## config.mk

```make
export PLATFORM = sky130hd
export DESIGN_NAME = iod_indexed_exec
export DESIGN_NICKNAME = d
export VERILOG_FILES = /design/src/core/iod_pkg.sv /design/src/core/iod_addr_if.sv /design/src/core/iod_addr_gen.sv /design/src/core/iod_indexed_exec.sv
export VERILOG_INCLUDE_DIRS = /design/src /design/src/core
export SDC_FILE = /design/constraint.sdc
export NUM_CORES = 1
export LEC_CHECK = 0
export BUFFER_PORTS_ARGS = -buffer_cell sky130_fd_sc_hd__buf_4
export CORE_AREA = 2 2 81 83
export CTS_CLUSTER_DIAMETER = 40
export DETAILED_ROUTE_END_ITERATION = 6
export DIE_AREA = 0 0 83 85
export GPL_TIMING_DRIVEN = 0
export PLACE_DENSITY = 0.66
export REMOVE_ABC_BUFFERS = 1
export SYNTH_ARGS = -nofsm -noshare
export SYNTH_HDL_FRONTEND = slang
export SYNTH_SLANG_ARGS = --single-unit
```

## constraint.sdc

```tcl
create_clock -name i_mclk -period 2.1 [get_ports i_mclk]
set_input_delay 0.105 -clock i_mclk [delete_from_list [all_inputs] [get_ports i_mclk]]
set_output_delay 0.105 -clock i_mclk [all_outputs]
set_load 0.02 [all_outputs]
```

## src/core/iod_defs.svh

```systemverilog
// Behaviour
// RULE1 - extension on: access offsets up to 5Fh index
// RULE2 - indexed add: accumulator plus pointer-relative register
// RULE3 - destination bit 0 accumulator, 1 register
// RULE4 - indexed add updates N, OV, C, DC, Z
// RULE5 - add decodes from 0010 01d0 plus offset
// RULE6 - 1000 bbb0 sets bit b, flags untouched
// RULE7 - 0110 1000 writes FFh, flags untouched
// RULE8 - one word, one four-phase instruction cycle
// RULE9 - config bit 0 keeps indexed mode off
// RULE10 - extension off: access bit picks bank
// RULE11 - offsets above 5Fh stay literal access bank
`ifndef IOD_DEFS_SVH
`define IOD_DEFS_SVH

// ---------------------------------------------------------------
// widths and timing
// ---------------------------------------------------------------
`define IOD_ADDR_W 12
`define IOD_MCLK_PERIOD_NS 4
`define IOD_PHASES 4

// ---------------------------------------------------------------
// addressing
// ---------------------------------------------------------------
`define IOD_IDX_LIMIT 8'h5F
`define IOD_ACCESS_BIT 8

// ---------------------------------------------------------------
// opcode fields
// ---------------------------------------------------------------
`define IOD_ENC_ADD 6'h09
`define IOD_ENC_BITSET 4'h8
`define IOD_ENC_ALLONES 7'h34
`define IOD_DEST_BIT 9
`define IOD_ALL_ONES 8'hFF

// ---------------------------------------------------------------
// status bit positions and reset values
// ---------------------------------------------------------------
`define IOD_ST_C 0
`define IOD_ST_DC 1
`define IOD_ST_Z 2
`define IOD_ST_OV 3
`define IOD_ST_N 4
`define IOD_ST_RESET 5'h00

`endif

```

## src/core/iod_pkg.sv

```systemverilog
package iod_pkg;

  // quarter phases of one instruction cycle
  typedef enum logic [1:0] {
    IOD_Q1,
    IOD_Q2,
    IOD_Q3,
    IOD_Q4
  } iod_phase_e;

  // operations this block executes
  typedef enum logic [1:0] {
    IOD_OP_NONE,
    IOD_OP_ADD,
    IOD_OP_BITSET,
    IOD_OP_ALLONES
  } iod_op_e;

endpackage : iod_pkg

```

## src/core/iod_addr_if.sv

```systemverilog
`timescale 1ns/1ps
`include "iod_defs.svh"
interface iod_addr_if #(
  parameter int AW = `IOD_ADDR_W
) ();
  logic ext;
  logic access;
  logic [7:0] offs;
  logic [AW-1:0] fsr;
  logic [AW-9:0] bank;
  logic [AW-1:0] addr;
  logic indexed;

  modport req (output ext, access, offs, fsr, bank, input addr, indexed);
  modport gen (input ext, access, offs, fsr, bank, output addr, indexed);
endinterface : iod_addr_if

```

## src/core/iod_addr_gen.sv

```systemverilog
`timescale 1ns/1ps
`include "iod_defs.svh"
module iod_addr_gen #(
  parameter int AW = `IOD_ADDR_W
) (
  iod_addr_if.gen aif
);

  // ---------------------------------------------------------------
  // operand address selection
  // ---------------------------------------------------------------
  // banked access wins, then indexed, then the two access-bank halves
  always_comb begin
    aif.indexed = 1'b0;
    if (aif.access) begin
      aif.addr = {aif.bank, aif.offs}; // RULE10
    end else if (aif.ext && (aif.offs <= `IOD_IDX_LIMIT)) begin
      aif.indexed = 1'b1; // RULE1 RULE9
      aif.addr = AW'(aif.fsr + AW'(aif.offs)); // wraps at the top of data space
    end else if (aif.offs <= `IOD_IDX_LIMIT) begin
      aif.addr = {{(AW-8){1'b0}}, aif.offs}; // RULE10
    end else begin
      aif.addr = {{(AW-8){1'b1}}, aif.offs}; // RULE11
    end
  end

endmodule : iod_addr_gen

```

## src/core/iod_indexed_exec.sv

```systemverilog
`timescale 1ns/1ps
`include "iod_defs.svh"
module iod_indexed_exec #(
  parameter int ADDR_W = `IOD_ADDR_W
) (
  // clock and reset
  input wire logic i_mclk,
  input wire logic i_rst,
  // configuration
  input wire logic i_ext_set_cfg,
  // instruction and core state
  input wire logic i_instr_valid,
  input wire logic [15:0] i_instr,
  input wire logic [ADDR_W-1:0] i_stack_frame_ptr,
  input wire logic [ADDR_W-9:0] i_bank_select,
  input wire logic [7:0] i_wreg,
  // data memory
  output logic o_mem_rd,
  output logic [ADDR_W-1:0] o_mem_addr,
  input wire logic [7:0] i_mem_rdata,
  output logic o_mem_wr,
  output logic [7:0] o_mem_wdata,
  // results to the core
  output logic o_wreg_we,
  output logic [7:0] o_wreg_wdata,
  output logic o_status_we,
  output logic [4:0] o_status,
  output logic [1:0] o_phase,
  output logic o_busy,
  output logic o_indexed
);

  // ---------------------------------------------------------------
  // state
  // ---------------------------------------------------------------
  iod_pkg::iod_phase_e phase_reg;
  iod_pkg::iod_phase_e phase_next;
  iod_pkg::iod_op_e op_reg;
  iod_pkg::iod_op_e op_next;
  logic dest_reg;
  logic dest_next;
  logic [2:0] bit_reg;
  logic [2:0] bit_next;
  logic [ADDR_W-1:0] addr_reg;
  logic [ADDR_W-1:0] addr_next;
  logic idx_reg;
  logic idx_next;
  logic [7:0] result_reg;
  logic [7:0] result_next;
  logic [4:0] flags_reg;
  logic [4:0] flags_next;
  logic [8:0] sum;
  logic [4:0] nib;

  iod_addr_if #(.AW(ADDR_W)) aif ();

  // ---------------------------------------------------------------
  // opcode decode
  // ---------------------------------------------------------------
  // the access bit is not part of the match; it only steers the address
  function automatic iod_pkg::iod_op_e decode_op(input logic [15:0] w);
    if (w[15:10] == `IOD_ENC_ADD) begin
      return iod_pkg::IOD_OP_ADD; // RULE5
    end else if (w[15:12] == `IOD_ENC_BITSET) begin
      return iod_pkg::IOD_OP_BITSET; // RULE6
    end else if (w[15:9] == `IOD_ENC_ALLONES) begin
      return iod_pkg::IOD_OP_ALLONES; // RULE7
    end
    return iod_pkg::IOD_OP_NONE;
  endfunction : decode_op

  // operand address from the low byte of the word
  assign aif.ext = i_ext_set_cfg; // RULE9
  assign aif.access = i_instr[`IOD_ACCESS_BIT];
  assign aif.offs = i_instr[7:0];
  assign aif.fsr = i_stack_frame_ptr;
  assign aif.bank = i_bank_select;

  iod_addr_gen #(.AW(ADDR_W)) u_addr (
    .aif(aif.gen)
  );

  // ---------------------------------------------------------------
  // phase sequencer
  // ---------------------------------------------------------------
  // free running, so every instruction takes exactly four clocks
  always_comb begin
    phase_next = phase_reg;
    unique case (phase_reg)
      iod_pkg::IOD_Q1: phase_next = iod_pkg::IOD_Q2;
      iod_pkg::IOD_Q2: phase_next = iod_pkg::IOD_Q3;
      iod_pkg::IOD_Q3: phase_next = iod_pkg::IOD_Q4;
      iod_pkg::IOD_Q4: phase_next = iod_pkg::IOD_Q1; // RULE8
    endcase
  end

  always_ff @(posedge i_mclk or posedge i_rst) begin
    if (i_rst) begin
      phase_reg <= iod_pkg::IOD_Q1;
    end else begin
      phase_reg <= phase_next;
    end
  end

  // ---------------------------------------------------------------
  // decode capture in Q1
  // ---------------------------------------------------------------
  // a word offered outside Q1 is not taken
  always_comb begin
    op_next = op_reg;
    dest_next = dest_reg;
    bit_next = bit_reg;
    addr_next = addr_reg;
    idx_next = idx_reg;
    if (phase_reg == iod_pkg::IOD_Q1) begin
      op_next = i_instr_valid ? decode_op(i_instr) : iod_pkg::IOD_OP_NONE; // RULE8
      dest_next = i_instr[`IOD_DEST_BIT]; // RULE3
      bit_next = i_instr[11:9]; // RULE6
      addr_next = aif.addr; // RULE1
      idx_next = aif.indexed && i_instr_valid && (decode_op(i_instr) != iod_pkg::IOD_OP_NONE);
    end
  end

  always_ff @(posedge i_mclk or posedge i_rst) begin
    if (i_rst) begin
      op_reg <= iod_pkg::IOD_OP_NONE;
      dest_reg <= 1'b0;
      bit_reg <= 3'h0;
      addr_reg <= '0;
      idx_reg <= 1'b0;
    end else begin
      op_reg <= op_next;
      dest_reg <= dest_next;
      bit_reg <= bit_next;
      addr_reg <= addr_next;
      idx_reg <= idx_next;
    end
  end

  // ---------------------------------------------------------------
  // process in Q3
  // ---------------------------------------------------------------
  // read data returns one clock after the Q2 strobe, so it is live in Q3
  assign sum = {1'b0, i_wreg} + {1'b0, i_mem_rdata}; // RULE2
  assign nib = {1'b0, i_wreg[3:0]} + {1'b0, i_mem_rdata[3:0]};

  always_comb begin
    result_next = result_reg;
    flags_next = flags_reg;
    if (phase_reg == iod_pkg::IOD_Q3) begin
      unique case (op_reg)
        iod_pkg::IOD_OP_ADD: begin
          result_next = sum[7:0]; // RULE2
          flags_next[`IOD_ST_C] = sum[8]; // RULE4
          flags_next[`IOD_ST_DC] = nib[4];
          flags_next[`IOD_ST_Z] = (sum[7:0] == 8'h00);
          flags_next[`IOD_ST_OV] = (i_wreg[7] == i_mem_rdata[7]) && (sum[7] != i_wreg[7]);
          flags_next[`IOD_ST_N] = sum[7];
        end
        iod_pkg::IOD_OP_BITSET: begin
          result_next = i_mem_rdata | (8'h01 << bit_reg); // RULE6
        end
        iod_pkg::IOD_OP_ALLONES: begin
          result_next = `IOD_ALL_ONES; // RULE7
        end
        iod_pkg::IOD_OP_NONE: begin
          result_next = result_reg;
        end
      endcase
    end
  end

  always_ff @(posedge i_mclk or posedge i_rst) begin
    if (i_rst) begin
      result_reg <= 8'h00;
      flags_reg <= `IOD_ST_RESET;
    end else begin
      result_reg <= result_next;
      flags_reg <= flags_next;
    end
  end

  // ---------------------------------------------------------------
  // strobes and outputs
  // ---------------------------------------------------------------
  // read in Q2, write in Q4; flags only ever leave on an add
  assign o_mem_rd = (phase_reg == iod_pkg::IOD_Q2) && (op_reg != iod_pkg::IOD_OP_NONE); // RULE8
  assign o_mem_wr = (phase_reg == iod_pkg::IOD_Q4) &&
                    ((op_reg == iod_pkg::IOD_OP_BITSET) || (op_reg == iod_pkg::IOD_OP_ALLONES) ||
                     ((op_reg == iod_pkg::IOD_OP_ADD) && dest_reg)); // RULE3
  assign o_wreg_we = (phase_reg == iod_pkg::IOD_Q4) && (op_reg == iod_pkg::IOD_OP_ADD) && !dest_reg; // RULE3
  assign o_status_we = (phase_reg == iod_pkg::IOD_Q4) && (op_reg == iod_pkg::IOD_OP_ADD); // RULE4
  assign o_mem_addr = addr_reg;
  assign o_mem_wdata = result_reg;
  assign o_wreg_wdata = result_reg;
  assign o_status = flags_reg;
  assign o_phase = phase_reg;
  assign o_busy = (op_reg != iod_pkg::IOD_OP_NONE);
  assign o_indexed = idx_reg;

  // ---------------------------------------------------------------
  // assertions
  // ---------------------------------------------------------------
  AST_IDX_ADDR: assert property ( // RULE1
    @(posedge i_mclk) disable iff (i_rst)
    (phase_reg == iod_pkg::IOD_Q1 && i_instr_valid && i_ext_set_cfg && !i_instr[8] &&
     i_instr[7:0] <= 8'h5F && decode_op(i_instr) != iod_pkg::IOD_OP_NONE)
    |=> (o_mem_addr == ADDR_W'($past(i_stack_frame_ptr) + ADDR_W'($past(i_instr[7:0])))) && o_indexed && o_mem_rd)
    else $error("indexed address not pointer plus offset");

  AST_ADD_SUM: assert property ( // RULE2
    @(posedge i_mclk) disable iff (i_rst)
    o_status_we |-> o_mem_wdata == 8'($past(i_wreg) + $past(i_mem_rdata)))
    else $error("add result wrong");

  AST_ADD_DEST: assert property ( // RULE3
    @(posedge i_mclk) disable iff (i_rst)
    o_status_we |-> (o_mem_wr == $past(i_instr[9], 3)) && (o_wreg_we == !$past(i_instr[9], 3)))
    else $error("add destination wrong");

  AST_FLAGS: assert property ( // RULE4
    @(posedge i_mclk) disable iff (i_rst)
    o_status_we |-> (o_status[`IOD_ST_Z] == (o_mem_wdata == 8'h00)) && (o_status[`IOD_ST_N] == o_mem_wdata[7]) &&
                    (o_status[`IOD_ST_C] == ((9'($past(i_wreg)) + 9'($past(i_mem_rdata))) > 9'h0FF)))
    else $error("add flags wrong");

  AST_ADD_DECODE: assert property ( // RULE5
    @(posedge i_mclk) disable iff (i_rst)
    (phase_reg == iod_pkg::IOD_Q1 && i_instr_valid && i_instr[15:10] == 6'h09) |-> ##3 o_status_we)
    else $error("add pattern not executed");

  AST_BITSET: assert property ( // RULE6
    @(posedge i_mclk) disable iff (i_rst)
    (phase_reg == iod_pkg::IOD_Q1 && i_instr_valid && i_instr[15:12] == 4'h8) |->
    ##3 o_mem_wr && !o_status_we && (o_mem_wdata == ($past(i_mem_rdata) | (8'h01 << $past(i_instr[11:9], 3)))))
    else $error("bit set wrong");

  AST_ALLONES: assert property ( // RULE7
    @(posedge i_mclk) disable iff (i_rst)
    (phase_reg == iod_pkg::IOD_Q1 && i_instr_valid && i_instr[15:9] == 7'h34) |->
    ##3 o_mem_wr && !o_status_we && o_mem_wdata == 8'hFF)
    else $error("set all ones wrong");

  AST_ONE_CYCLE: assert property ( // RULE8
    @(posedge i_mclk) disable iff (i_rst)
    (phase_reg == iod_pkg::IOD_Q1 && i_instr_valid && decode_op(i_instr) != iod_pkg::IOD_OP_NONE) |->
    ##1 o_mem_rd ##1 !o_mem_rd ##1 (o_mem_wr || o_wreg_we) ##1 !o_mem_wr && !o_wreg_we)
    else $error("instruction not one four-phase cycle");

  AST_EXT_OFF: assert property ( // RULE9
    @(posedge i_mclk) disable iff (i_rst)
    (phase_reg == iod_pkg::IOD_Q1 && !i_ext_set_cfg) |=> !o_indexed [*3])
    else $error("indexed mode while extension off");

  AST_BANKED: assert property ( // RULE10
    @(posedge i_mclk) disable iff (i_rst)
    (phase_reg == iod_pkg::IOD_Q1 && i_instr[8]) |=> o_mem_addr == {$past(i_bank_select), $past(i_instr[7:0])})
    else $error("banked address wrong");

  AST_HI_ACCESS: assert property ( // RULE11
    @(posedge i_mclk) disable iff (i_rst)
    (phase_reg == iod_pkg::IOD_Q1 && !i_instr[8] && i_instr[7:0] > 8'h5F) |=>
    o_mem_addr == {{(ADDR_W-8){1'b1}}, $past(i_instr[7:0])} && !o_indexed)
    else $error("upper access bank not literal");

endmodule : iod_indexed_exec

```

==> impl_metrics.toml <==
[status]
outcome = "finished, violations left"
violations = "negative hold slack"

[finish]
multi_input_area_um2 = 1420
antenna_cells = 0
final_net_count = 416
drive_above_1_share = 0.327
area_growth_pct = 32.1
fin_area_um2 = 3200
seq_area_um2 = 826
fin_cells = 419
largest_reg_flops = 12
nFillCells = 600

[timing]
tightest_slew_ns = 0.709
rsz0062_at_grt = "false"
fin_crit_ns = 1.93
fmax_ghz = 0.518
relSlewSlack = 0.527
slew_violations = 0
fin_crit_sh = 0.919
whs_ns = -0.0617
hold_viol = 33
finalSetupViolCount = 0
skew_ns = 0.00350
final.setup.tns_ns = 0

[power_and_ir_drop]
p_sw_mw = 0.704
seq_power_share = 0.376
clkPwrFrac = 0.255
switching_share = 0.339
p_comb_frac = 0.370
peakVddDrop_v = 0.000380
leakage_nw = 1.54
internal_power_mw = 1.37
power.density_nw_per_um2 = 650

[detailed_routing]
wl_per_cell_um = 14.0
ant_nets = 0
first_iter_violations = 66
via_per_inst = 5.16
dr_wl_met3_um = 512
post-route-drc-count = 0
drt_first_pass_iters = 4
via_count = 2161
route.met2.wl_mm = 2.79
top_layer = "met4"
wl_mm = 5.86
met1_length_mm = 2.52

[synthesis]
synth_xor_area_frac = 0.0579
syn-cell-area_um2 = 2420
synth-main-ff-cell = "dfrtp_1"
synth_top_family_by_area = "compound AO/OA/AOI/OAI gates"
async_flop_share = 1.00
avgSynthCellArea_um2 = 9.37
synthSimpleGateAreaFrac = 0.147
synthAdderAreaFrac = 0.125
seq_area_frac_synth = 0.341
syn_inst = 258
synth-seq-cells = 33
synth_top_area_share = 0.341
synthMuxAreaShare = 0.0393
synth_edf_count = 0
synth_cell_type_count = 52
synth_most_common_cell = "dfrtp_1"
synth_compound_area_frac = 0.216
yosysTopAreaCell = "dfrtp_1"
synth_area_leaders = "dfrtp_1, ha_1, a21oi_1, o21ai_0, xor2_1"
yosys_warnings = 0
synthTopCellsByCount = "dfrtp_1, ha_1, a21oi_1, nand2_1, o21ai_0"

[clocking]
cts_root_buffer = "clkbuf_8"
numClockSinks = 33
clock_path_buffers = 2
h-tree-depth = 2
cts_tree = "done"
clkTransAtPathRegs_ns = 0.07
cts_buffers = 5
insertion_delay_ns = 0.28
cts_hold_buffers = 0

[global_routing]
grt_max_degree = 34
grt_pass1_vias = 2098
grt_use_total = 0.172
grt_pass1_wl_mm = 9.91
overflow = 0
antenna_found_initial = 0

[floorplanning]
rows = 29
start_util = 0.390
core_area_um2 = 6200
pin_count = 93
die_w_um = 83
die_area_um2 = 7060
fp.dieH_um = 85

[placed_design]
dpl.hpwl_mm = 4.70
gp_congestion = 0.783
postPlaceCellArea_um2 = 3090
port-buffer-count = 92
post-place-cells = 411

[min_path]
hp-class = "in2async"

[worst_setup_path]
crit_chain = "inv_1 > ha_1 > nand3_4 > or4_1 > nor3_1 > a32o_1"
cp_slowest_cell = "or4_1"
startpoint_type = "flop"
cp-end-kind = "flop"
cp.arrival_ns = 2.15
crit_buf_inv = 1
cp.required_ns = 2.32
critical_path.max_fanout = 10
critPathKind = "reg2reg"
slowest_delay_ns = 0.51
cpLargestDelayFamily = "simple AND/OR/NAND/NOR gates"

[flow_run]
maxCapViolations = 0
## placed cells by master (no fill, tap or decap), drive strengths merged, types with 5 or more instances in the layout
cell / synthesis / routed
a21oi: 20 / 20
buf: 11 / 92
clkbuf: 3 / 7
dfrtp: 33 / 33
ha: 21 / 21
inv: 15 / 15
mux2i: 5 / 5
nand2: 19 / 19
nor2: 13 / 13
nor2b: 8 / 8
nor3b: 5 / 5
o21ai: 22 / 22
o32ai: 7 / 7
xnor2: 6 / 6
xor2: 10 / 10
## cell type report
cell class | instances | area share
flip-flops and latches | 33 | 0.258
well taps | 77 | 0.0301
inverters | 15 | 0.0192
clock buffers | 7 | 0.0301
repair buffers | 92 | 0.216
clock inverters | 1 | 0.00157
multi-input cells | 194 | 0.444
## repair_timing
item,in CTS,in global routing
gates resized for setup,1,0
buffers inserted,0,0
endpoints found under the setup margin,7,0
## kinds of logic after synthesis
kind of cell	Yosys count
fa+ha+maj	23
buf+inv	31
xor+xnor	16
compound gates	80
mux	9
flops	33
simple gates	66
## worst reg2reg max path, stage by stage (launching register included)
cell     delay (ns)
dfrtp_1        0.42
inv_1          0.12
ha_1           0.24
nand3_4        0.15
or4_1          0.51
nor3_1         0.24
a32o_1         0.19
## power by group through the flow
stage | clock network, mW | logic (mW) | registers [mW]
floorplan | 0 | 0.280 | 0.935
global placement | 0 | 0.762 | 0.790
detailed placement | 0 | 0.775 | 0.794
CTS | 0.554 | 0.778 | 0.782
global route | 0.588 | 0.835 | 0.797
finish | 0.530 | 0.768 | 0.780
## metrics by stage
stage	setup WS [ns]	total power, mW	hold WS [ns]	util
2_1_floorplan	0.247	1.21	0.234	-
3_3_place_gp	-0.174	1.55	0.354	0.498
3_5_place_dp	-0.195	1.57	0.361	0.498
4_1_cts	0.168	2.11	0.0577	0.515
5_1_grt	0.0813	2.22	0.00257	0.515
6_report	0.171	2.08	-0.0617	0.515
## routing by layer
| layer | global-route usage | vias up |
|---|---|---|
| met4 | 0.0402 | 0 |
| met1 | 0.209 | 985 |
| met3 | 0.0574 | 4 |
| met2 | 0.295 | 80 |
| li1 | - | 1092 |
| met5 | 0 | - |
## final timing paths
kind | from | to | slack, ns | cells after the start
min reg2reg | o_status[3] | o_status[3] | 0.49 | 2
min | i_rst | o_mem_addr[9] | -0.06 | 2
max | o_phase[0] | o_status[2] | 0.17 | 6
min in group i_mclk | i_instr[9] | bit_reg[0] | 0.07 | 2
max reg2reg | o_phase[0] | o_status[2] | 0.17 | 6
max in group asynchronous | i_rst | o_mem_addr[3] | 1.70 | 2
No activity file was read; power rests on OpenSTA's default activity.
